[src/hw/deser_cfg_pkg.sv]
// Constants shared by the output-polarity, error and address translation register bank.
// Assumes one 50 MHz system clock.
`default_nettype none
package deser_cfg_pkg;
  localparam logic [7:0] OFS_CTRL = 8'h08;
  localparam logic [7:0] OFS_SRC_A = 8'h09;
  localparam logic [7:0] OFS_DST_A = 8'h0A;
  localparam logic [7:0] OFS_SRC_B = 8'h0B;
  localparam logic [7:0] OFS_DST_B = 8'h0C;
  localparam logic [7:0] OFS_DET_LIM = 8'h0F;
  localparam logic [7:0] OFS_DET_CNT = 8'h10;
  localparam logic [7:0] OFS_COR_LIM = 8'h11;
  localparam logic [7:0] OFS_COR_CNT = 8'h12;

  localparam int BIT_VS_INV = 7;
  localparam int BIT_HS_INV = 6;
  localparam int BIT_RSVD = 5;
  localparam int BIT_DRM = 4;
  localparam int BIT_STAG = 3;
  localparam int BIT_AUTO = 2;
  localparam int ESEL_LSB = 0;

  localparam logic [7:0] CTRL_RST = 8'h00;
  localparam logic [7:0] CTRL_WMASK = 8'hDF;
  localparam logic [7:0] ADDR_RST = 8'h00;
  localparam logic [7:0] ADDR_WMASK = 8'hFE;
  localparam logic [7:0] LIM_RST = 8'h00;
  localparam logic [7:0] CNT_RST = 8'h00;

  localparam logic [1:0] ESEL_DET = 2'h0;
  localparam logic [1:0] ESEL_COR = 2'h1;

  localparam int PAR_W = 24;
  localparam int HALF_W = 12;

  localparam int CLK_PERIOD_NS = 20;
  localparam int AUTO_CLEAR_NS = 1000;
  localparam int AUTO_CLEAR_CYC = (AUTO_CLEAR_NS + CLK_PERIOD_NS - 1) / CLK_PERIOD_NS;
  localparam logic [5:0] AC_LAST = 6'(AUTO_CLEAR_CYC - 1);
  localparam logic [5:0] AC_CNT_RST = 6'h00;

  typedef enum logic [1:0] {
    AC_IDLE = 2'b00,
    AC_WAIT = 2'b01,
    AC_DONE = 2'b11
  } autoclr_state_t;
endpackage
`default_nettype wire

[src/hw/deser_out_err_regs.sv]
// Output polarity, stagger, error output and address translation registers.
// Assumes a host-side control channel presents single-cycle register strobes on CLK_I,
// and that video, error events and sync config come from logic on the same clock.
// Function
// - Horizontal inversion bit inverts HS output, or data bit 1 without encoding.
// - Double-rate match bit reads 1 when both settings agree; resets 0.
// - With auto-clear set, clear both error counters 1 us after error asserts.
// - With auto-clear clear, counters and error output are never cleared automatically.
// - Error source field picks detected, corrected, or either over threshold.
// - Translation pair A: 7-bit source and destination in bits 7..1.
// - Translation pair B: 7-bit source and destination in bits 7..1.
// - Sync encoding enable selects sync outputs versus plain data bits.
// - Detected-error limit, 8 bits, reset zero, compared with detected counter.
// - Corrected-error limit, 8 bits, reset zero, compared with corrected counter.
`timescale 1ns/1ns
`default_nettype none
module deser_out_err_regs (
  input wire logic CLK_I,                 // 50 MHz system clock
  input wire logic RST_B_I,               // Asynchronous reset, active low
  input wire logic [7:0] REG_ADDR_I,      // Register address
  input wire logic [7:0] REG_WDATA_I,     // Register write data
  input wire logic REG_WR_I,              // Write strobe, one cycle
  input wire logic REG_RD_I,              // Read strobe, one cycle
  output logic [7:0] REG_RDATA_O,         // Read data, registered
  output logic REG_ACK_O,                 // Access done, one cycle
  input wire logic SYNC_ENCODE_ENABLE_I,  // Sync encoding on the link
  input wire logic [23:0] PAR_DATA_I,     // Recovered parallel word
  input wire logic VS_I,                  // Recovered vertical sync
  input wire logic HS_I,                  // Recovered horizontal sync
  output logic [23:0] PAR_DATA_O,         // Parallel output word
  output logic VS_O,                      // Vertical sync output
  output logic HS_O,                      // Horizontal sync output
  output logic DOUBLE_RATE_MATCH_O,       // Double-rate setting matches serializer
  input wire logic DET_ERR_I,             // Detected error event, one cycle
  input wire logic COR_ERR_I,             // Corrected error event, one cycle
  output logic ERR_O,                     // Error output, active high
  input wire logic [6:0] FWD_ADDR_I,      // Forwarded I2C address
  input wire logic FWD_VALID_I,           // Forwarded address valid
  output logic [6:0] XLATE_ADDR_O,        // Translated I2C address
  output logic XLATE_VALID_O,             // Translated address valid
  output logic XLATE_HIT_O                // Translation applied
);
  logic rst_s1_r, rst_n;
  always_ff @(posedge CLK_I or negedge RST_B_I) begin
    if (!RST_B_I) begin
      rst_s1_r <= 1'b0;
      rst_n <= 1'b0;
    end else begin
      rst_s1_r <= 1'b1;
      rst_n <= rst_s1_r;
    end
  end

  function automatic logic above(input logic [7:0] cnt, input logic [7:0] lim);
    above = (cnt > lim);
  endfunction

  function automatic logic [7:0] count_up(input logic [7:0] cnt, input logic clr,
                                          input logic inc);
    // An event in the clearing cycle is kept
    if (clr) count_up = inc ? 8'h01 : 8'h00;
    else if (inc && cnt != 8'hFF) count_up = cnt + 8'h01;
    else count_up = cnt;
  endfunction

  logic [7:0] ctrl_r, src_a_r, dst_a_r, src_b_r, dst_b_r, det_lim_r, cor_lim_r;
  logic [7:0] det_cnt_r, cor_cnt_r;
  logic err_r;
  logic [5:0] ac_cnt_r;
  deser_cfg_pkg::autoclr_state_t ac_state_r;

  wire wr_ctrl = REG_WR_I && (REG_ADDR_I == deser_cfg_pkg::OFS_CTRL);
  wire wr_src_a = REG_WR_I && (REG_ADDR_I == deser_cfg_pkg::OFS_SRC_A);
  wire wr_dst_a = REG_WR_I && (REG_ADDR_I == deser_cfg_pkg::OFS_DST_A);
  wire wr_src_b = REG_WR_I && (REG_ADDR_I == deser_cfg_pkg::OFS_SRC_B);
  wire wr_dst_b = REG_WR_I && (REG_ADDR_I == deser_cfg_pkg::OFS_DST_B);
  wire wr_det_lim = REG_WR_I && (REG_ADDR_I == deser_cfg_pkg::OFS_DET_LIM);
  wire wr_cor_lim = REG_WR_I && (REG_ADDR_I == deser_cfg_pkg::OFS_COR_LIM);
  wire [7:0] addr_wdata = REG_WDATA_I & deser_cfg_pkg::ADDR_WMASK;

  wire vs_inv = ctrl_r[deser_cfg_pkg::BIT_VS_INV];
  wire hs_inv = ctrl_r[deser_cfg_pkg::BIT_HS_INV];
  wire stag_dis = ctrl_r[deser_cfg_pkg::BIT_STAG];
  wire auto_clr = ctrl_r[deser_cfg_pkg::BIT_AUTO];
  wire [1:0] esel = ctrl_r[deser_cfg_pkg::ESEL_LSB +: 2];

  always_ff @(posedge CLK_I or negedge rst_n) begin
    if (!rst_n) begin
      ctrl_r <= deser_cfg_pkg::CTRL_RST;
      src_a_r <= deser_cfg_pkg::ADDR_RST;
      dst_a_r <= deser_cfg_pkg::ADDR_RST;
      src_b_r <= deser_cfg_pkg::ADDR_RST;
      dst_b_r <= deser_cfg_pkg::ADDR_RST;
      det_lim_r <= deser_cfg_pkg::LIM_RST;
      cor_lim_r <= deser_cfg_pkg::LIM_RST;
    end else begin
      if (wr_ctrl) ctrl_r <= REG_WDATA_I & deser_cfg_pkg::CTRL_WMASK;
      if (wr_src_a) src_a_r <= addr_wdata;
      if (wr_dst_a) dst_a_r <= addr_wdata;
      if (wr_src_b) src_b_r <= addr_wdata;
      if (wr_dst_b) dst_b_r <= addr_wdata;
      if (wr_det_lim) det_lim_r <= REG_WDATA_I;
      if (wr_cor_lim) cor_lim_r <= REG_WDATA_I;
    end
  end

  // Read mux; unmapped addresses read zero and writes to them are dropped
  logic [7:0] rd_mux;
  always_comb begin
    case (REG_ADDR_I)
      deser_cfg_pkg::OFS_CTRL: rd_mux = ctrl_r;
      deser_cfg_pkg::OFS_SRC_A: rd_mux = src_a_r;
      deser_cfg_pkg::OFS_DST_A: rd_mux = dst_a_r;
      deser_cfg_pkg::OFS_SRC_B: rd_mux = src_b_r;
      deser_cfg_pkg::OFS_DST_B: rd_mux = dst_b_r;
      deser_cfg_pkg::OFS_DET_LIM: rd_mux = det_lim_r;
      deser_cfg_pkg::OFS_DET_CNT: rd_mux = det_cnt_r;
      deser_cfg_pkg::OFS_COR_LIM: rd_mux = cor_lim_r;
      deser_cfg_pkg::OFS_COR_CNT: rd_mux = cor_cnt_r;
      default: rd_mux = 8'h00;
    endcase
  end

  always_ff @(posedge CLK_I or negedge rst_n) begin
    if (!rst_n) begin
      REG_RDATA_O <= 8'h00;
      REG_ACK_O <= 1'b0;
    end else begin
      REG_ACK_O <= REG_RD_I | REG_WR_I;
      if (REG_RD_I) REG_RDATA_O <= rd_mux;
    end
  end

  assign DOUBLE_RATE_MATCH_O = ctrl_r[deser_cfg_pkg::BIT_DRM];

  // Output stage; sync bits ride in the low half so they never lag with staggering
  wire enc = SYNC_ENCODE_ENABLE_I;
  wire [23:0] data_pol = PAR_DATA_I ^ {22'h000000, hs_inv & ~enc, vs_inv & ~enc};
  wire vs_nxt = enc ? (VS_I ^ vs_inv) : 1'b0;
  wire hs_nxt = enc ? (HS_I ^ hs_inv) : 1'b0;
  logic [11:0] hi_stage_r;
  // Staggering costs one cycle of skew on the upper half in exchange for lower switching noise
  wire [11:0] hi_nxt = stag_dis ? data_pol[23:12] : hi_stage_r;

  always_ff @(posedge CLK_I or negedge rst_n) begin
    if (!rst_n) begin
      PAR_DATA_O <= 24'h000000;
      hi_stage_r <= 12'h000;
      VS_O <= 1'b0;
      HS_O <= 1'b0;
    end else begin
      hi_stage_r <= data_pol[23:12];
      PAR_DATA_O <= {hi_nxt, data_pol[11:0]};
      VS_O <= vs_nxt;
      HS_O <= hs_nxt;
    end
  end

  // Error output and automatic counter clearing
  wire det_over = above(det_cnt_r, det_lim_r);
  wire cor_over = above(cor_cnt_r, cor_lim_r);
  wire err_nxt = (esel == deser_cfg_pkg::ESEL_DET) ? det_over :
                 (esel == deser_cfg_pkg::ESEL_COR) ? cor_over :
                 (det_over | cor_over);
  // Gated by the enable too, so dropping auto-clear on the last wait cycle cannot clear
  wire ac_clear = auto_clr && (ac_state_r == deser_cfg_pkg::AC_WAIT) &&
                  (ac_cnt_r == deser_cfg_pkg::AC_LAST);

  always_ff @(posedge CLK_I or negedge rst_n) begin
    if (!rst_n) begin
      det_cnt_r <= deser_cfg_pkg::CNT_RST;
      cor_cnt_r <= deser_cfg_pkg::CNT_RST;
      err_r <= 1'b0;
    end else begin
      det_cnt_r <= count_up(det_cnt_r, ac_clear, DET_ERR_I);
      cor_cnt_r <= count_up(cor_cnt_r, ac_clear, COR_ERR_I);
      err_r <= err_nxt;
    end
  end
  assign ERR_O = err_r;

  always_ff @(posedge CLK_I or negedge rst_n) begin
    if (!rst_n) begin
      ac_state_r <= deser_cfg_pkg::AC_IDLE;
      ac_cnt_r <= deser_cfg_pkg::AC_CNT_RST;
    end else begin
      case (ac_state_r)
        deser_cfg_pkg::AC_IDLE: begin
          ac_cnt_r <= deser_cfg_pkg::AC_CNT_RST;
          if (auto_clr && err_r) ac_state_r <= deser_cfg_pkg::AC_WAIT;
        end
        deser_cfg_pkg::AC_WAIT: begin
          ac_cnt_r <= ac_cnt_r + 6'h01;
          if (!auto_clr) ac_state_r <= deser_cfg_pkg::AC_IDLE;
          else if (ac_clear) ac_state_r <= deser_cfg_pkg::AC_DONE;
        end
        deser_cfg_pkg::AC_DONE: begin
          if (!err_r) ac_state_r <= deser_cfg_pkg::AC_IDLE;
        end
        default: ac_state_r <= deser_cfg_pkg::AC_IDLE;
      endcase
    end
  end

  addr_xlate u_xlate (
    .clk_i(CLK_I),
    .rst_n_i(rst_n),
    .src_a_i(src_a_r[7:1]),
    .dst_a_i(dst_a_r[7:1]),
    .src_b_i(src_b_r[7:1]),
    .dst_b_i(dst_b_r[7:1]),
    .addr_i(FWD_ADDR_I),
    .valid_i(FWD_VALID_I),
    .addr_o(XLATE_ADDR_O),
    .valid_o(XLATE_VALID_O),
    .hit_o(XLATE_HIT_O)
  );

  a_vs_invert: assert property (@(posedge CLK_I) disable iff (!rst_n)
    (enc && vs_inv) |=> (VS_O != $past(VS_I)))
    else $error("vertical sync not inverted");
  a_bit0_invert: assert property (@(posedge CLK_I) disable iff (!rst_n)
    (!enc && vs_inv) |=> (PAR_DATA_O[0] != $past(PAR_DATA_I[0])))
    else $error("data bit 0 not inverted");
  a_hs_bit1_invert: assert property (@(posedge CLK_I) disable iff (!rst_n)
    (!enc && hs_inv) |=> (PAR_DATA_O[1] != $past(PAR_DATA_I[1])) && !HS_O)
    else $error("data bit 1 not inverted");
  a_sync_plain: assert property (@(posedge CLK_I) disable iff (!rst_n)
    (enc && !vs_inv && !hs_inv) |=> (VS_O == $past(VS_I)) && (HS_O == $past(HS_I)))
    else $error("sync altered without inversion");
  a_stagger_off: assert property (@(posedge CLK_I) disable iff (!rst_n)
    stag_dis |=> (PAR_DATA_O[23:12] == $past(PAR_DATA_I[23:12])))
    else $error("upper half lags with stagger disabled");
  a_stagger_on: assert property (@(posedge CLK_I) disable iff (!rst_n)
    (!stag_dis && $past(!stag_dis)) |=> (PAR_DATA_O[23:12] == $past(PAR_DATA_I[23:12], 2)))
    else $error("upper half not staggered");
  a_err_det_sel: assert property (@(posedge CLK_I) disable iff (!rst_n)
    (esel == 2'h0) |=> (ERR_O == $past(det_cnt_r > det_lim_r)))
    else $error("error output wrong for detected source");
  a_err_either: assert property (@(posedge CLK_I) disable iff (!rst_n)
    (esel[1] && (cor_cnt_r > cor_lim_r)) |=> ERR_O)
    else $error("error output missed corrected source");
  a_auto_wait: assert property (@(posedge CLK_I) disable iff (!rst_n)
    (ac_state_r == deser_cfg_pkg::AC_IDLE && auto_clr && err_r && !REG_WR_I)
      |=> (ac_state_r != deser_cfg_pkg::AC_DONE && !ac_clear &&
           (det_cnt_r != 8'h00 || cor_cnt_r != 8'h00))[*8])
    else $error("counters cleared too early");
  a_auto_clear: assert property (@(posedge CLK_I) disable iff (!rst_n)
    ac_clear |=> (det_cnt_r <= 8'h01) && (cor_cnt_r <= 8'h01))
    else $error("counters not cleared by auto-clear");
  a_no_auto: assert property (@(posedge CLK_I) disable iff (!rst_n)
    (!auto_clr && ac_state_r != deser_cfg_pkg::AC_DONE) |=> !ac_clear)
    else $error("auto-clear fired while disabled");
  a_rsvd_zero: assert property (@(posedge CLK_I) disable iff (!rst_n)
    !ctrl_r[5] && !src_a_r[0] && !dst_a_r[0] && !src_b_r[0] && !dst_b_r[0])
    else $error("reserved bit set");
endmodule
`default_nettype wire

[src/hw/addr_xlate.sv]
// I2C address translator: swaps a forwarded 7-bit address for its paired destination.
// Assumes address and valid come from logic on the same clock.
`timescale 1ns/1ns
`default_nettype none
module addr_xlate (
  input wire logic clk_i,             // System clock
  input wire logic rst_n_i,           // Synchronised reset, active low
  input wire logic [6:0] src_a_i,     // Source address A
  input wire logic [6:0] dst_a_i,     // Destination address A
  input wire logic [6:0] src_b_i,     // Source address B
  input wire logic [6:0] dst_b_i,     // Destination address B
  input wire logic [6:0] addr_i,      // Forwarded address
  input wire logic valid_i,           // Forwarded address valid
  output logic [6:0] addr_o,          // Translated address
  output logic valid_o,               // Translated address valid
  output logic hit_o                  // A translation was applied
);
  wire hit_a = (addr_i == src_a_i);
  wire hit_b = (addr_i == src_b_i);
  // Pair A wins when both sources are equal
  wire [6:0] addr_nxt = hit_a ? dst_a_i : (hit_b ? dst_b_i : addr_i);

  always_ff @(posedge clk_i or negedge rst_n_i) begin
    if (!rst_n_i) begin
      addr_o <= 7'h00;
      valid_o <= 1'b0;
      hit_o <= 1'b0;
    end else begin
      valid_o <= valid_i;
      if (valid_i) begin
        addr_o <= addr_nxt;
        hit_o <= hit_a | hit_b;
      end
    end
  end

  a_xlate_hit_a: assert property (@(posedge clk_i) disable iff (!rst_n_i)
    (valid_i && hit_a) |=> (addr_o == $past(dst_a_i)) && hit_o && valid_o)
    else $error("translated address does not match destination A");
  a_xlate_pass: assert property (@(posedge clk_i) disable iff (!rst_n_i)
    (valid_i && !hit_a && !hit_b) |=> (addr_o == $past(addr_i)) && !hit_o)
    else $error("unmatched address was altered");
endmodule
`default_nettype wire

[config.mk]
export PLATFORM = sky130hd
export DESIGN_NAME = deser_out_err_regs
export DESIGN_NICKNAME = d
export VERILOG_FILES = /design/src/hw/deser_cfg_pkg.sv /design/src/hw/deser_out_err_regs.sv /design/src/hw/addr_xlate.sv
export SDC_FILE = /design/constraint.sdc
export NUM_CORES = 1
export LEC_CHECK = 0
export BUFFER_PORTS_ARGS = -buffer_cell sky130_fd_sc_hd__buf_2
export CAP_MARGIN = 25
export CORE_UTILIZATION = 45
export CTS_BUF_LIST = sky130_fd_sc_hd__clkbuf_4 sky130_fd_sc_hd__clkbuf_8
export CTS_CLUSTER_DIAMETER = 80
export DETAILED_ROUTE_END_ITERATION = 8
export PLACE_DENSITY = 0.66
export SYNTH_ARGS = -nofsm -noshare
export SYNTH_HDL_FRONTEND = slang
export SYNTH_SLANG_ARGS = --single-unit
[constraint.sdc]
create_clock -name CLK_I -period 10.6 [get_ports CLK_I]
set_clock_uncertainty 0.1 [all_clocks]
set_input_delay 0.53 -clock CLK_I [delete_from_list [all_inputs] [get_ports CLK_I]]
set_output_delay 0.53 -clock CLK_I [all_outputs]
set_load 0.05 [all_outputs]
# ---- Word-level counts from Yosys, hierarchy flattened
# Index checks and enable logic that the tools add are counted.
dict set report op_classes {
  addsub 3
  order_cmp 2
  n_eq_ne 20
  n_mux 20
  n_bitwise 9
  reduce_logical 18
}
# operator n
set ops {}
lappend ops {{case mux 8 bit (9 select lines)} 1}
lappend ops {{== test 8 x 4 -> 1 bit (second input constant)} 6}
lappend ops {{two-way mux 8 bit} 4}
lappend ops {{== test 8 x 5 -> 1 bit (second input constant)} 3}
lappend ops {{bitwise XOR 24 x 2 -> 24 bit} 1}
lappend ops {{adder 8 x 1 -> 8 bit (second input constant)} 2}
lappend ops {{greater-than comparator 8 bit} 2}
lappend ops {{inequality test 8 bit (second input constant)} 2}
lappend ops {{== test 7 bit} 2}
lappend ops {{two-way mux 7 bit} 2}
lappend ops {{logical AND 1 bit} 12}
lappend ops {{two-way mux 12 bit} 1}
lappend ops {{case mux 6 bit (2 select lines)} 1}
lappend ops {{two-way mux 2 bit} 4}
lappend ops {{adder 6 x 1 -> 6 bit (second input constant)} 1}
lappend ops {{== test 6 bit (second input constant)} 1}
lappend ops {{two-way mux 1 bit} 6}
lappend ops {{case mux 2 bit (3 select lines)} 1}
lappend ops {{nonzero test 2 bit} 3}
lappend ops {{== test 2 x 1 -> 1 bit (second input constant)} 2}
lappend ops {{logical NOT 2 bit} 2}
lappend ops {{inequality test 2 bit (second input constant)} 2}
lappend ops {{inequality test 3 bit (second input constant)} 1}
lappend ops {{OR 1 bit} 3}
lappend ops {{other kinds (5)} 7}
dict set report word_totals {
  regBits 134
  inputBits 57
  out_inout_bits 46
  elab_cells 95
}

# ---- Depth between registers and ports, before layout
# Gate-level depths: netlist of the first run.
dict set report depth {
  word_depth 6
  mapped_depth 8
  ltp_nobuf 8
}

# ---- By module
# Synthesis of the first run repeated with hierarchy kept, for this count alone.
dict set report unflattened {
  cells_unflattened 534
  area_unflattened_um2 6358.6
}
# mod instances cells_per_inst area_each_um2 seq_area_each_um2
set modules_own_cells {}
lappend modules_own_cells {deser_out_err_regs 1 474 5711.7 3128.0}
lappend modules_own_cells {addr_xlate 1 60 646.9 225.2}

# ---- Worst setup path before layout of the first run
# Ideal clock, no wire load.
dict set report synth_path {
  path_kind {input-to-reg}
  startpoint {input FWD_ADDR_I[2]}
  endpoint {register u_xlate.addr_o[0]}
  setup_time_ns 0.125
  t_arrival_ns 1.800
  required_ns 10.375
  slack_ns 8.575
  path_stages 5
  path_buffers 0
  path_cell_list {xor2_1 -> nor4_4 -> mux2i_1 -> o21ai_1 -> mux2_2}
}
dict set report synth_between {
  elab_chain_len 3
  elab_cells_between_ends 4
  cone_classes {2 x eq/ne; 2 x mux}
}
# element line_no
set synth_lines {}
lappend synth_lines {{start, declared} deser_out_err_regs.sv:37} ;# input wire logic [6:0] FWD_ADDR_I,
lappend synth_lines {{== test 7 bit} addr_xlate.sv:19} ;# wire hit_b = (addr_i == src_b_i);
lappend synth_lines {{two-way mux 7 bit} addr_xlate.sv:21} ;# wire [6:0] addr_nxt = hit_a ? dst_a_i : (hit_b ? dst_b_i : addr_i);
lappend synth_lines {{two-way mux 7 bit (*)} addr_xlate.sv:21}
lappend synth_lines {{end signal, assigned} addr_xlate.sv:31} ;# addr_o <= addr_nxt;
lappend synth_lines {{end, declared} addr_xlate.sv:14} ;# output logic [6:0] addr_o,
# Every way passes the cells marked *; elsewhere a longest branch is shown, timed or not.
# A chain may end at the register's enable or synchronous reset.

# ---- Final worst setup path of the first run
dict set report layout_path {
  startpoint {register src_b_r[6]}
  endpoint {register u_xlate.addr_o[0]}
}
dict set report layout_between {
  elab_chain_len 3
}
# element line_no
set layout_lines {}
lappend layout_lines {{start, declared} deser_out_err_regs.sv:66} ;# logic [7:0] ctrl_r, src_a_r, dst_a_r, src_b_r, dst_b_r, det_lim_r, cor_lim_r;
lappend layout_lines {{start signal, assigned} deser_out_err_regs.sv:92} ;# src_b_r <= deser_cfg_pkg::ADDR_RST;
lappend layout_lines {{start signal, assigned} deser_out_err_regs.sv:100} ;# if (wr_src_b) src_b_r <= addr_wdata;
lappend layout_lines {{== test 7 bit} addr_xlate.sv:19}
lappend layout_lines {{two-way mux 7 bit (2 in a row)} addr_xlate.sv:21}
# Every way passes these cells.

==> run summary, run 1 <==
Cells after Synth: 533
post-layout min period: 2.124 ns
Final GP Congestion: 0.9086
Leak: 3.436 nW
final hold slack: 0.08739 ns
boundary pin count: 103
post-synth top area share: 0.5284
RR Startpoint: src_b_r[6]
Site Rows: 43
Max Cap Viol: 0
DR pass1 iterations: 6
Clk pin slew, worst setup/hold paths: 0.08 ns
CTS tree: yes
register area share after synthesis: 0.5284
first-pass GRT wire length: 25,010 um
clk sinks: 134
Max Slew Vio Count: 0
area grow syn2layout: 18.34%
most area-consuming cells after synthesis: dfrtp_1, mux2_2, ha_1
GRT Residual Overflow: 0
Top FF cell, synth: dfrtp_1
Pint: 0.9442 mW
chip height: 120.8 um
final WL: 15,510 um
met2 usage: 0.3624
crit path from: src_b_r[6]
number of synthesized flops with an enable pin: 0
Mapped Area: 0.006346 mm2
I/O Buffers: 102
initial antenna violation count: 0
count leader, synth: dfrtp_1
initial DRC count: 292
final-layout setup total negative slack: 0 ns
syn nets: 610
Nets: 720
status: completed
Ys Warns: 0
critical path class: reg2reg
asr flop ratio synth: 1.000
hold crit path type: in2reg
Sequential Power Share: 0.458
Cell variety after synth: 53
Placeable Area: 0.01383 mm2
global routing met3 resource utilization: 0.05000
Starting Density: 0.4590
Longest Clk Path Bufs: 2
crit path DAT: 2.35 ns
Worst Setup End Kind: flop
drt wl/cell: 18.55 um
Rel. slew slack: 0.3859
Mean Syn Cell Area: 11.91 um2
Num CTS Buffers: 17
Final Power: 1.376 mW
worst setup path endpoint: u_xlate.addr_o[0]
RSZ-0062 raised after global routing: no
Tcrit/Tclk final: 0.2003
clock share of power: 0.350
clock root cell: clkbuf_8
worst hold start: PAR_DATA_I[10]
post-cts gate resize count: 0
Final HPWL DP: 11,400 um
vias per inst: 5.561
CTS HTree Levels: 4
Die X: 120.8 um
DP Area: 0.007034 mm2
Crit path required time: 10.83 ns
R2R Path End: u_xlate.addr_o[0]
final instance area: 0.007510 mm2
layout cells sized above 1: 0.3430
post-route insts no fill: 836
Logic pwr share: 0.191
placed insts: 802
worst skew pair latency: 0.45 ns
ANT nets after route: 0
crit start category: flop
gr busiest metal: met2
flops & latches, synth: 134
peak supply drop: 0.1101 mV
reg-to-reg setup timing slack: 8.48 ns
pwr/cell area: 183.2 mW/mm2
synth cell count leaders: dfrtp_1, mux2_2, nor2_1, inv_1, nand2_1
Psw: 0.4315 mW
post-synth top area cell: dfrtp_1
final-report hold violation count: 0
Worst-Margin Slew: 0.9212 ns
FMAX: 0.4709 GHz
# diodes: 0
R2R depth: 6
# setup viols final: 0
DIE AREA: 0.01458 mm2
largest net degree at the start of global routing: 73
vias in the first global route: 4,625
# DRC: 0
CP max FO: 8
GRT Util Overall: 0.2299
switch share: 0.3136
met1 GRT Util: 0.3034
via count: 4,649
## layout make-up
cell class / count / area, um2
tap: 180 / 225.2
sequential: 134 / 3357
clock buffer: 20 / 269.0
fill: 1157 / 6317
multi-input combinational: 358 / 2829
clock inverter: 12 / 188.9
inverter: 26 / 97.59
timing repair buffer: 106 / 543.0
## cells by family (layout without fill, tap and decap cells)
| group | count (synthesis) | count (layout) | share of synthesized area |
|---|---|---|---|
| simple gates | 127 | 127 | 0.1088 |
| xor+xnor | 33 | 33 | 0.04554 |
| flops | 134 | 134 | 0.5284 |
| other cells | 1 | 1 | 0.0005909 |
| mux | 89 | 89 | 0.1583 |
| compound gates | 88 | 88 | 0.09306 |
| fa+ha+maj | 20 | 20 | 0.03943 |
| buf+inv | 41 | 164 | 0.02583 |
## routing by layer
layer	wire (um)	up-vias
li1	-	2137
met1	6835	2291
met2	7328	181
met3	849	40
met4	495	0
met5	0	-
## through the flow
| stage | worst slack, ns | util |
|---|---|---|
| final | 8.476 | 0.5431 |
| after global routing | 8.316 | 0.5431 |
| after CTS | 8.432 | 0.5426 |
| after detailed placement | 8.169 | 0.5087 |
| after global placement | 8.115 | 0.5082 |
| after floorplan | 6.490 | - |
## worst max-delay path, stage by stage (launching register included)
cell and delay, ns:
dfrtp_1 0.42, xnor2_1 0.18, nand4_1 0.16, nor4_4 0.51
mux2i_1 0.31, o21ai_1 0.08, mux2_2 0.26
## how the worst min path moves through the flow
| stage | end | cells past startpoint | slack (ns) |
|---|---|---|---|
| after floorplan | rst_n | 0 | 0.13 |
| after global placement | rst_s1_r | 1 | 0.22 |
| after detailed placement | rst_s1_r | 1 | 0.22 |
| after CTS | PAR_DATA_O[6] | 1 | 0.06 |
| after global routing | PAR_DATA_O[10] | 1 | 0.06 |
| final | PAR_DATA_O[10] | 1 | 0.09 |
## timing repair
item                      in CTS  in global routing
hold endpoints to repair       2                  0
buffers inserted               0                  0
hold buffers                   1                  0
## power by group through the flow
stage | clock network (mW) | logic, mW | registers [mW]
final | 0.482 | 0.263 | 0.631
after global placement | 0 | 0.250 | 0.638
after detailed placement | 0 | 0.264 | 0.639
after CTS | 0.492 | 0.265 | 0.630
after floorplan | 0 | 0.157 | 0.653
after global routing | 0.513 | 0.293 | 0.639
## cells in the final DEF (no fill, tap or decap), drive strengths merged, types with 7 or more instances in the layout
cell type	n
mux2i	16
inv	31
xor2	14
nand4	10
o21ai	21
ha	20
nand3	16
nand2	27
xnor2	19
clkbuf	20
dfrtp	134
a22o	8
mux2	71
buf	105
o22ai	12
a21oi	14
a22oi	11
nor2	37
nor3	7
## registers in the layout, summed over array words and instances, names as in the netlist, 8 cells and up
name / count
PAR_DATA_O: 24
REG_RDATA_O: 8
cor_cnt_r: 8
cor_lim_r: 8
det_cnt_r: 8
det_lim_r: 8
hi_stage_r: 12
Note: power is estimated with default switching activity, not from simulation.
==> inputs of run 2 (changes only) <==
--- a/config.mk
+++ b/config.mk
@@ -5,6 +5,7 @@
 export SDC_FILE = /design/constraint.sdc
 export NUM_CORES = 1
 export LEC_CHECK = 0
+export ABC_AREA = 1
 export BUFFER_PORTS_ARGS = -buffer_cell sky130_fd_sc_hd__buf_2
 export CAP_MARGIN = 25
 export CORE_UTILIZATION = 45
==> constraint.sdc (replaced) <==
create_clock -name CLK_I -period 2.1 [get_ports CLK_I]
set_clock_uncertainty 0.1 [all_clocks]
set_input_delay 0.105 -clock CLK_I [delete_from_list [all_inputs] [get_ports CLK_I]]
set_output_delay 0.105 -clock CLK_I [all_outputs]
set_load 0.05 [all_outputs]
==> run 2 against run 1 <==
Compared with the run above:
- setup slack lost 8.2 ns
- register-to-register slack lost 8.2 ns
- global-route usage grew 0.44 points
- non-clock buffer count grew 57
- via count grew 23%
- clock-buffer cell count shrank 3
- critical endpoint is now cor_cnt_r[3]
==> run summary, run 2 <==
status: completed
Clk pin slew, worst setup/hold paths: 0.08 ns
Cells after Synth: 793
final WL: 16,500 um
number of flip-flops in the largest register: 24
crit start category: flop
critical path class: reg2reg
Worst Setup End Kind: flop
post-synth top area cell: dfrtp_1
CP Depth: 7
Ys Warns: 0
worst stage delay on the critical path: 0.43 ns
Pint: 4.358 mW
fill count: 1,360
via count: 5,707
number of synthesized flops with an enable pin: 0
initial antenna violation count: 0
Psw: 1.955 mW
Post-CTS Setup Bufs: 0
Starting Density: 0.4602
final-report hold violation count: 0
switch share: 0.3097
Cell Chain, Critical Path: inv_1 -> ha_1 -> nand4_1 -> or2_1 -> nand2_2 -> nand3b_1 -> o21ai_0
post-synth top area share: 0.5033
clock share of power: 0.354
chip height: 123.7 um
first-pass GRT wire length: 26,570 um
Cell variety after synth: 34
fin worst setup slack: 0.3201 ns
Top FF cell, synth: dfrtp_1
worst skew pair latency: 0.46 ns
Site Rows: 44
area grow syn2layout: 24.69%
vias in the first global route: 5,325
most area-consuming cells after synthesis: dfrtp_1, nand2_1, nand3_1
Slowest-stage cell, CP: or2_1
I/O Buffers: 102
Nets: 1,035
Final HPWL DP: 12,200 um
# diodes: 0
worst path bufs/invs: 1
DIE AREA: 0.01530 mm2
register area: 0.003357 mm2
Logic pwr share: 0.165
Max Cap Viol: 0
Longest Clk Path Bufs: 2
# DRC: 0
CP max FO: 15
Placeable Area: 0.01448 mm2
GRT Residual Overflow: 0
clock root cell: clkbuf_8
FMAX: 0.5618 GHz
R2R depth: 7
Rel. slew slack: 0.5854
Worst-Margin Slew: 0.6220 ns
commonest non-fill, non-tap cell in the layout: nand2_1
# setup viols final: 0
DR pass1 iterations: 5
post-layout min period: 1.780 ns
asr flop ratio synth: 1.000
clk sinks: 134
hold crit path type: reg2async
crit path DAT: 2.02 ns
Tcrit/Tclk final: 0.8476
flops & latches, synth: 134
GRT Util Overall: 0.2343
count leader, synth: nand2_1
Sequential Power Share: 0.481
pwr/cell area: 759.8 mW/mm2
area occupied by multi-input gates: 0.002803 mm2
initial DRC count: 317
RSZ-0062 raised after global routing: no
syn nets: 870
largest net degree at the start of global routing: 59
ANT nets after route: 0
Mapped Area: 0.006663 mm2
synth cell count leaders: nand2_1, dfrtp_1, inv_1, nand3_1, o21ai_0
Num CTS Buffers: 17
Largest Register: PAR_DATA_O
Post-Place Worst Slack: 0.3451 ns
Mean Syn Cell Area: 8.402 um2
boundary pin count: 103
Max Slew Vio Count: 0
Final GP Congestion: 0.9217
peak supply drop: 0.3883 mV
Crit path required time: 2.34 ns
Top delay family on crit path: simple AND/OR/NAND/NOR gates
vias per inst: 4.941
drt wl/cell: 14.28 um
Largest regs: PAR_DATA_O (24), hi_stage_r (12)
register area share after synthesis: 0.5033
CTS HTree Levels: 4
Leak: 4.182 nW
final-layout setup total negative slack: 0 ns
CTS tree: yes
most frequent cells in the layout: nand2_1, dfrtp_1, buf_2, inv_1, nand3_1
Die X: 123.7 um
layout cells sized above 1: 0.1936
## run 2: logic make-up (layout without fill, tap and decap cells)
| logic type | Yosys count | count (layout) | share of synthesized area |
|---|---|---|---|
| buf+inv | 119 | 297 | 0.07606 |
| compound gates | 107 | 107 | 0.08826 |
| other cells | 1 | 1 | 0.0005628 |
| mux | 14 | 14 | 0.02366 |
| fa+ha+maj | 20 | 20 | 0.03756 |
| flops | 134 | 134 | 0.5033 |
| xor+xnor | 12 | 12 | 0.01577 |
| simple gates | 386 | 386 | 0.2548 |
## run 2: what timing repair did
item	CTS	global route
hold endpoints to repair	99	0
resized for setup	0	0
hold buffers	52	0
## run 2: power groups by stage
stage / logic (mW) / clock network [mW] / registers (mW)
floorplan: 0.527 / 0 / 3.18
global placement: 0.958 / 0 / 3.08
detailed placement: 0.971 / 0 / 3.09
CTS: 1.05 / 2.29 / 3.04
global route: 1.19 / 2.41 / 3.08
finish: 1.04 / 2.23 / 3.04
## run 2: stage by stage
stage	cell area, um2	hold WS, ns	util	total power, mW	instances
2_1_floorplan	6666	-0.2906	-	3.705	793
5_1_grt	8308	0.1630	0.5738	6.675	1155
4_1_cts	8308	0.1441	0.5738	6.372	1155
3_3_place_gp	7376	-0.2080	0.5094	4.042	1071
6_report	8308	0.1566	0.5738	6.312	1155
3_5_place_dp	7376	-0.2075	0.5094	4.057	1071
## run 2: area by class of cell
class / instances / share of cell area
flip-flops and latches: 134 / 0.4041
multi-input cells: 540 / 0.3373
repair buffers: 163 / 0.1352
inverters: 102 / 0.04608
clock buffers: 17 / 0.02816
well taps: 184 / 0.02771
clock inverters: 15 / 0.02139
## run 2: final timing paths
| path | endpoint | slack [ns] | start |
|---|---|---|---|
| min in group CLK_I | cor_lim_r[0] | 0.16 | REG_ADDR_I[4] |
| max in group asynchronous | dst_b_r[6] | 1.10 | rst_n |
| max | cor_cnt_r[3] | 0.32 | ac_cnt_r[1] |
| min | hi_stage_r[6] | 0.16 | rst_n |
| max reg2reg | cor_cnt_r[3] | 0.32 | ac_cnt_r[1] |
| min reg2reg | hi_stage_r[6] | 0.16 | rst_n |
## run 2: per-layer routing
layer / vias to the layer above / GRT usage / wire length [um]
li1: 2890 / - / -
met1: 2621 / 0.3066 / 7509
met2: 156 / 0.3774 / 7781
met3: 40 / 0.04396 / 764
met4: 0 / 0.1039 / 443
met5: - / 0 / 0
## run 2: worst register-to-register path: cells and delay by family (launching register included)
kind	cells	cell delay, ns
flops	1	0.37
compound gates	1	0.08
simple gates	4	0.88
fa+ha+maj	1	0.17
buf+inv	1	0.06
==> inputs of run 3 (changes only) <==
--- a/config.mk
+++ b/config.mk
@@ -5,14 +5,14 @@
 export SDC_FILE = /design/constraint.sdc
 export NUM_CORES = 1
 export LEC_CHECK = 0
-export ABC_AREA = 1
+export ABC_AREA = 0
 export BUFFER_PORTS_ARGS = -buffer_cell sky130_fd_sc_hd__buf_2
 export CAP_MARGIN = 25
 export CORE_UTILIZATION = 45
 export CTS_BUF_LIST = sky130_fd_sc_hd__clkbuf_4 sky130_fd_sc_hd__clkbuf_8
 export CTS_CLUSTER_DIAMETER = 80
 export DETAILED_ROUTE_END_ITERATION = 8
-export PLACE_DENSITY = 0.66
+export PLACE_DENSITY = 0.68
 export SYNTH_ARGS = -nofsm -noshare
 export SYNTH_HDL_FRONTEND = slang
 export SYNTH_SLANG_ARGS = --single-unit
==> constraint.sdc (replaced) <==
create_clock -name CLK_I -period 1.49 [get_ports CLK_I]
set_clock_uncertainty 0.1 [all_clocks]
set_input_delay 0.0745 -clock CLK_I [delete_from_list [all_inputs] [get_ports CLK_I]]
set_output_delay 0.0745 -clock CLK_I [all_outputs]
set_load 0.05 [all_outputs]
==> run 3 against run 2 <==
Compared with the run above:
- the flow now finishes with violations (setup timing)
- worst hold slack got worse by 0.12 ns
- die area fell by 4.7%
- first-iteration DRC count rose by 24%
- clock-buffer cell count rose by 3
- maximum frequency fell by 5.7%
- cell count fell by 14%
- flip-flop and latch count did not move
- setup slack got worse by 0.72 ns
- sequential power rose by 42%
- wire length rose by 11%
- via count fell by 5.3%
==> run summary, run 3 (synthesis gave the netlist of run 1 again) <==
status: complete, but fails checks
failing checks: setup timing
peak supply drop: 0.7213 mV
GRT Residual Overflow: 0
worst path bufs/invs: 1
layout cells sized above 1: 0.4748
most frequent cells in the layout: dfrtp_1, buf_2, buf_4, mux2_2, dlygate4sd3_1
switch share: 0.3294
Placeable Area: 0.01383 mm2
Final GP Congestion: 0.9291
drt wl/cell: 18.40 um
final-report hold violation count: 0
critical path class: reg2reg
first-pass GRT wire length: 29,280 um
Worst Setup End Kind: flop
largest net degree at the start of global routing: 46
hold crit path type: in2reg
Longest Clk Path Bufs: 2
worst min-delay path endpoint: u_xlate.addr_o[4]
# diodes: 0
Psw: 3.629 mW
fin worst setup slack: -0.3972 ns
crit path DAT: 2.12 ns
initial DRC count: 393
crit start category: flop
clk sinks: 134
RR Startpoint: src_b_r[4]
boundary pin count: 103
via count: 5,403
CTS tree: yes
Max Cap Viol: 0
highest metal used: met4
reg-to-reg setup timing slack: -0.40 ns
DR pass1 iterations: 4
clock share of power: 0.301
Cell Chain, Critical Path: xnor2_1 -> nand4_1 -> nor4_4 -> buf_6 -> mux2i_1 -> o21ai_1 -> mux2_4
I/O Buffers: 102
# DRC: 0
area occupied by multi-input gates: 0.003131 mm2
Nets: 879
Slowest-stage cell, CP: dfrtp_1
DP Area: 0.007953 mm2
met3 routed WL: 831 um
number of flip-flops in the largest register: 24
Final HPWL DP: 12,660 um
worst hold start: FWD_ADDR_I[4]
R2R Path End: u_xlate.addr_o[3]
Max Slew Vio Count: 0
final-layout setup total negative slack: -4.634 ns
Tcrit/Tclk final: 1.267
commonest non-fill, non-tap cell in the layout: dfrtp_1
Site Rows: 43
Pint: 7.387 mW
worst stage delay on the critical path: 0.40 ns
# setup viols final: 30
FMAX: 0.5299 GHz
R2R depth: 7
register area: 0.003361 mm2
DRT met1 WL: 7638 um
area grow syn2layout: 45.07%
vias in the first global route: 5,679
Largest Register: PAR_DATA_O
initial antenna violation count: 0
Clk pin slew, worst setup/hold paths: 0.08 ns
post-layout min period: 1.887 ns
clock root cell: clkbuf_8
pwr/cell area: 1197 mW/mm2
GRT Util Overall: 0.2677
final instance area: 0.009206 mm2
Num CTS Buffers: 17
Top delay family on crit path: multiplexers
Leak: 4.291 nW
fill count: 1,012
worst hold path depth: 4
Sequential Power Share: 0.392
chip height: 120.8 um
Logic pwr share: 0.307
metal2 WL: 9139 um
Largest regs: PAR_DATA_O (24), hi_stage_r (12)
Die X: 120.8 um
worst skew pair latency: 0.45 ns
CP max FO: 8
final WL: 18,310 um
RSZ-0062 raised after global routing: yes
CTS HTree Levels: 4
Crit path required time: 1.73 ns
DIE AREA: 0.01458 mm2
ANT nets after route: 0
Starting Density: 0.4590
vias per inst: 5.430
==> run 3: per-layer routing <==
| layer | GRT usage | up-vias |
|---|---|---|
| met2 | 0.4422 | 183 |
| met5 | 0 | - |
| met4 | 0.1281 | 0 |
| met3 | 0.04717 | 46 |
| li1 | - | 2450 |
| met1 | 0.3408 | 2724 |
==> run 3: power by group through the flow <==
stage,clock network [mW],logic [mW],registers [mW]
floorplan,0,1.14,4.65
global placement,0,2.53,4.32
detailed placement,0,2.65,4.32
CTS,3.36,3.12,4.29
global route,3.52,3.68,4.35
finish,3.32,3.38,4.32
==> run 3: worst max-delay path by stage <==
stage / start / endpoint / slack [ns] / depth (start not counted)
global route: src_b_r[7] / u_xlate.addr_o[2] / -0.49 / 7
finish: src_b_r[4] / u_xlate.addr_o[3] / -0.40 / 7
floorplan: src_b_r[5] / u_xlate.addr_o[0] / -0.38 / 6
global placement: src_a_r[2] / u_xlate.addr_o[3] / -0.31 / 6
detailed placement: src_a_r[2] / u_xlate.addr_o[6] / -0.37 / 6
CTS: src_b_r[4] / u_xlate.addr_o[6] / -0.31 / 7
==> run 3: layout make-up <==
cell class	count	share of cell area
repair buffers	265	0.2127
clock inverters	12	0.01794
clock buffers	20	0.02922
flip-flops and latches	134	0.3650
multi-input cells	358	0.3400
inverters	26	0.01060
well taps	180	0.02446
==> run 3: stage by stage <==
| stage | power, mW | hold slack (ns) | std cells | setup slack [ns] | util |
|---|---|---|---|---|---|
| 6_report | 11.02 | 0.03870 | 995 | -0.3972 | 0.6658 |
| 5_1_grt | 11.55 | 0.04591 | 995 | -0.4882 | 0.6658 |
| 4_1_cts | 10.77 | 0.006315 | 994 | -0.3123 | 0.6553 |
| 3_5_place_dp | 6.976 | -0.2391 | 911 | -0.3663 | 0.5752 |
| 3_3_place_gp | 6.854 | -0.2399 | 911 | -0.3064 | 0.5752 |
| 2_1_floorplan | 5.789 | -0.3211 | 533 | -0.3764 | - |
==> run 3: worst reg2reg max path, stage by stage, from the launching register on <==
cell	delay (ns)
dfrtp_1	0.40
xnor2_1	0.16
nand4_1	0.18
nor4_4	0.20
buf_6	0.19
mux2i_1	0.20
o21ai_1	0.09
mux2_4	0.26
==> run 3: what timing repair did <==
action / in CTS / in global routing
gates cloned: 1 / 0
setup endpoints to repair: 28 / 33
hold buffers: 44 / 0
gates resized for setup: 39 / 34
endpoints found under the hold margin: 116 / 0
pin swaps: 25 / 26
setup buffers: 6 / 6
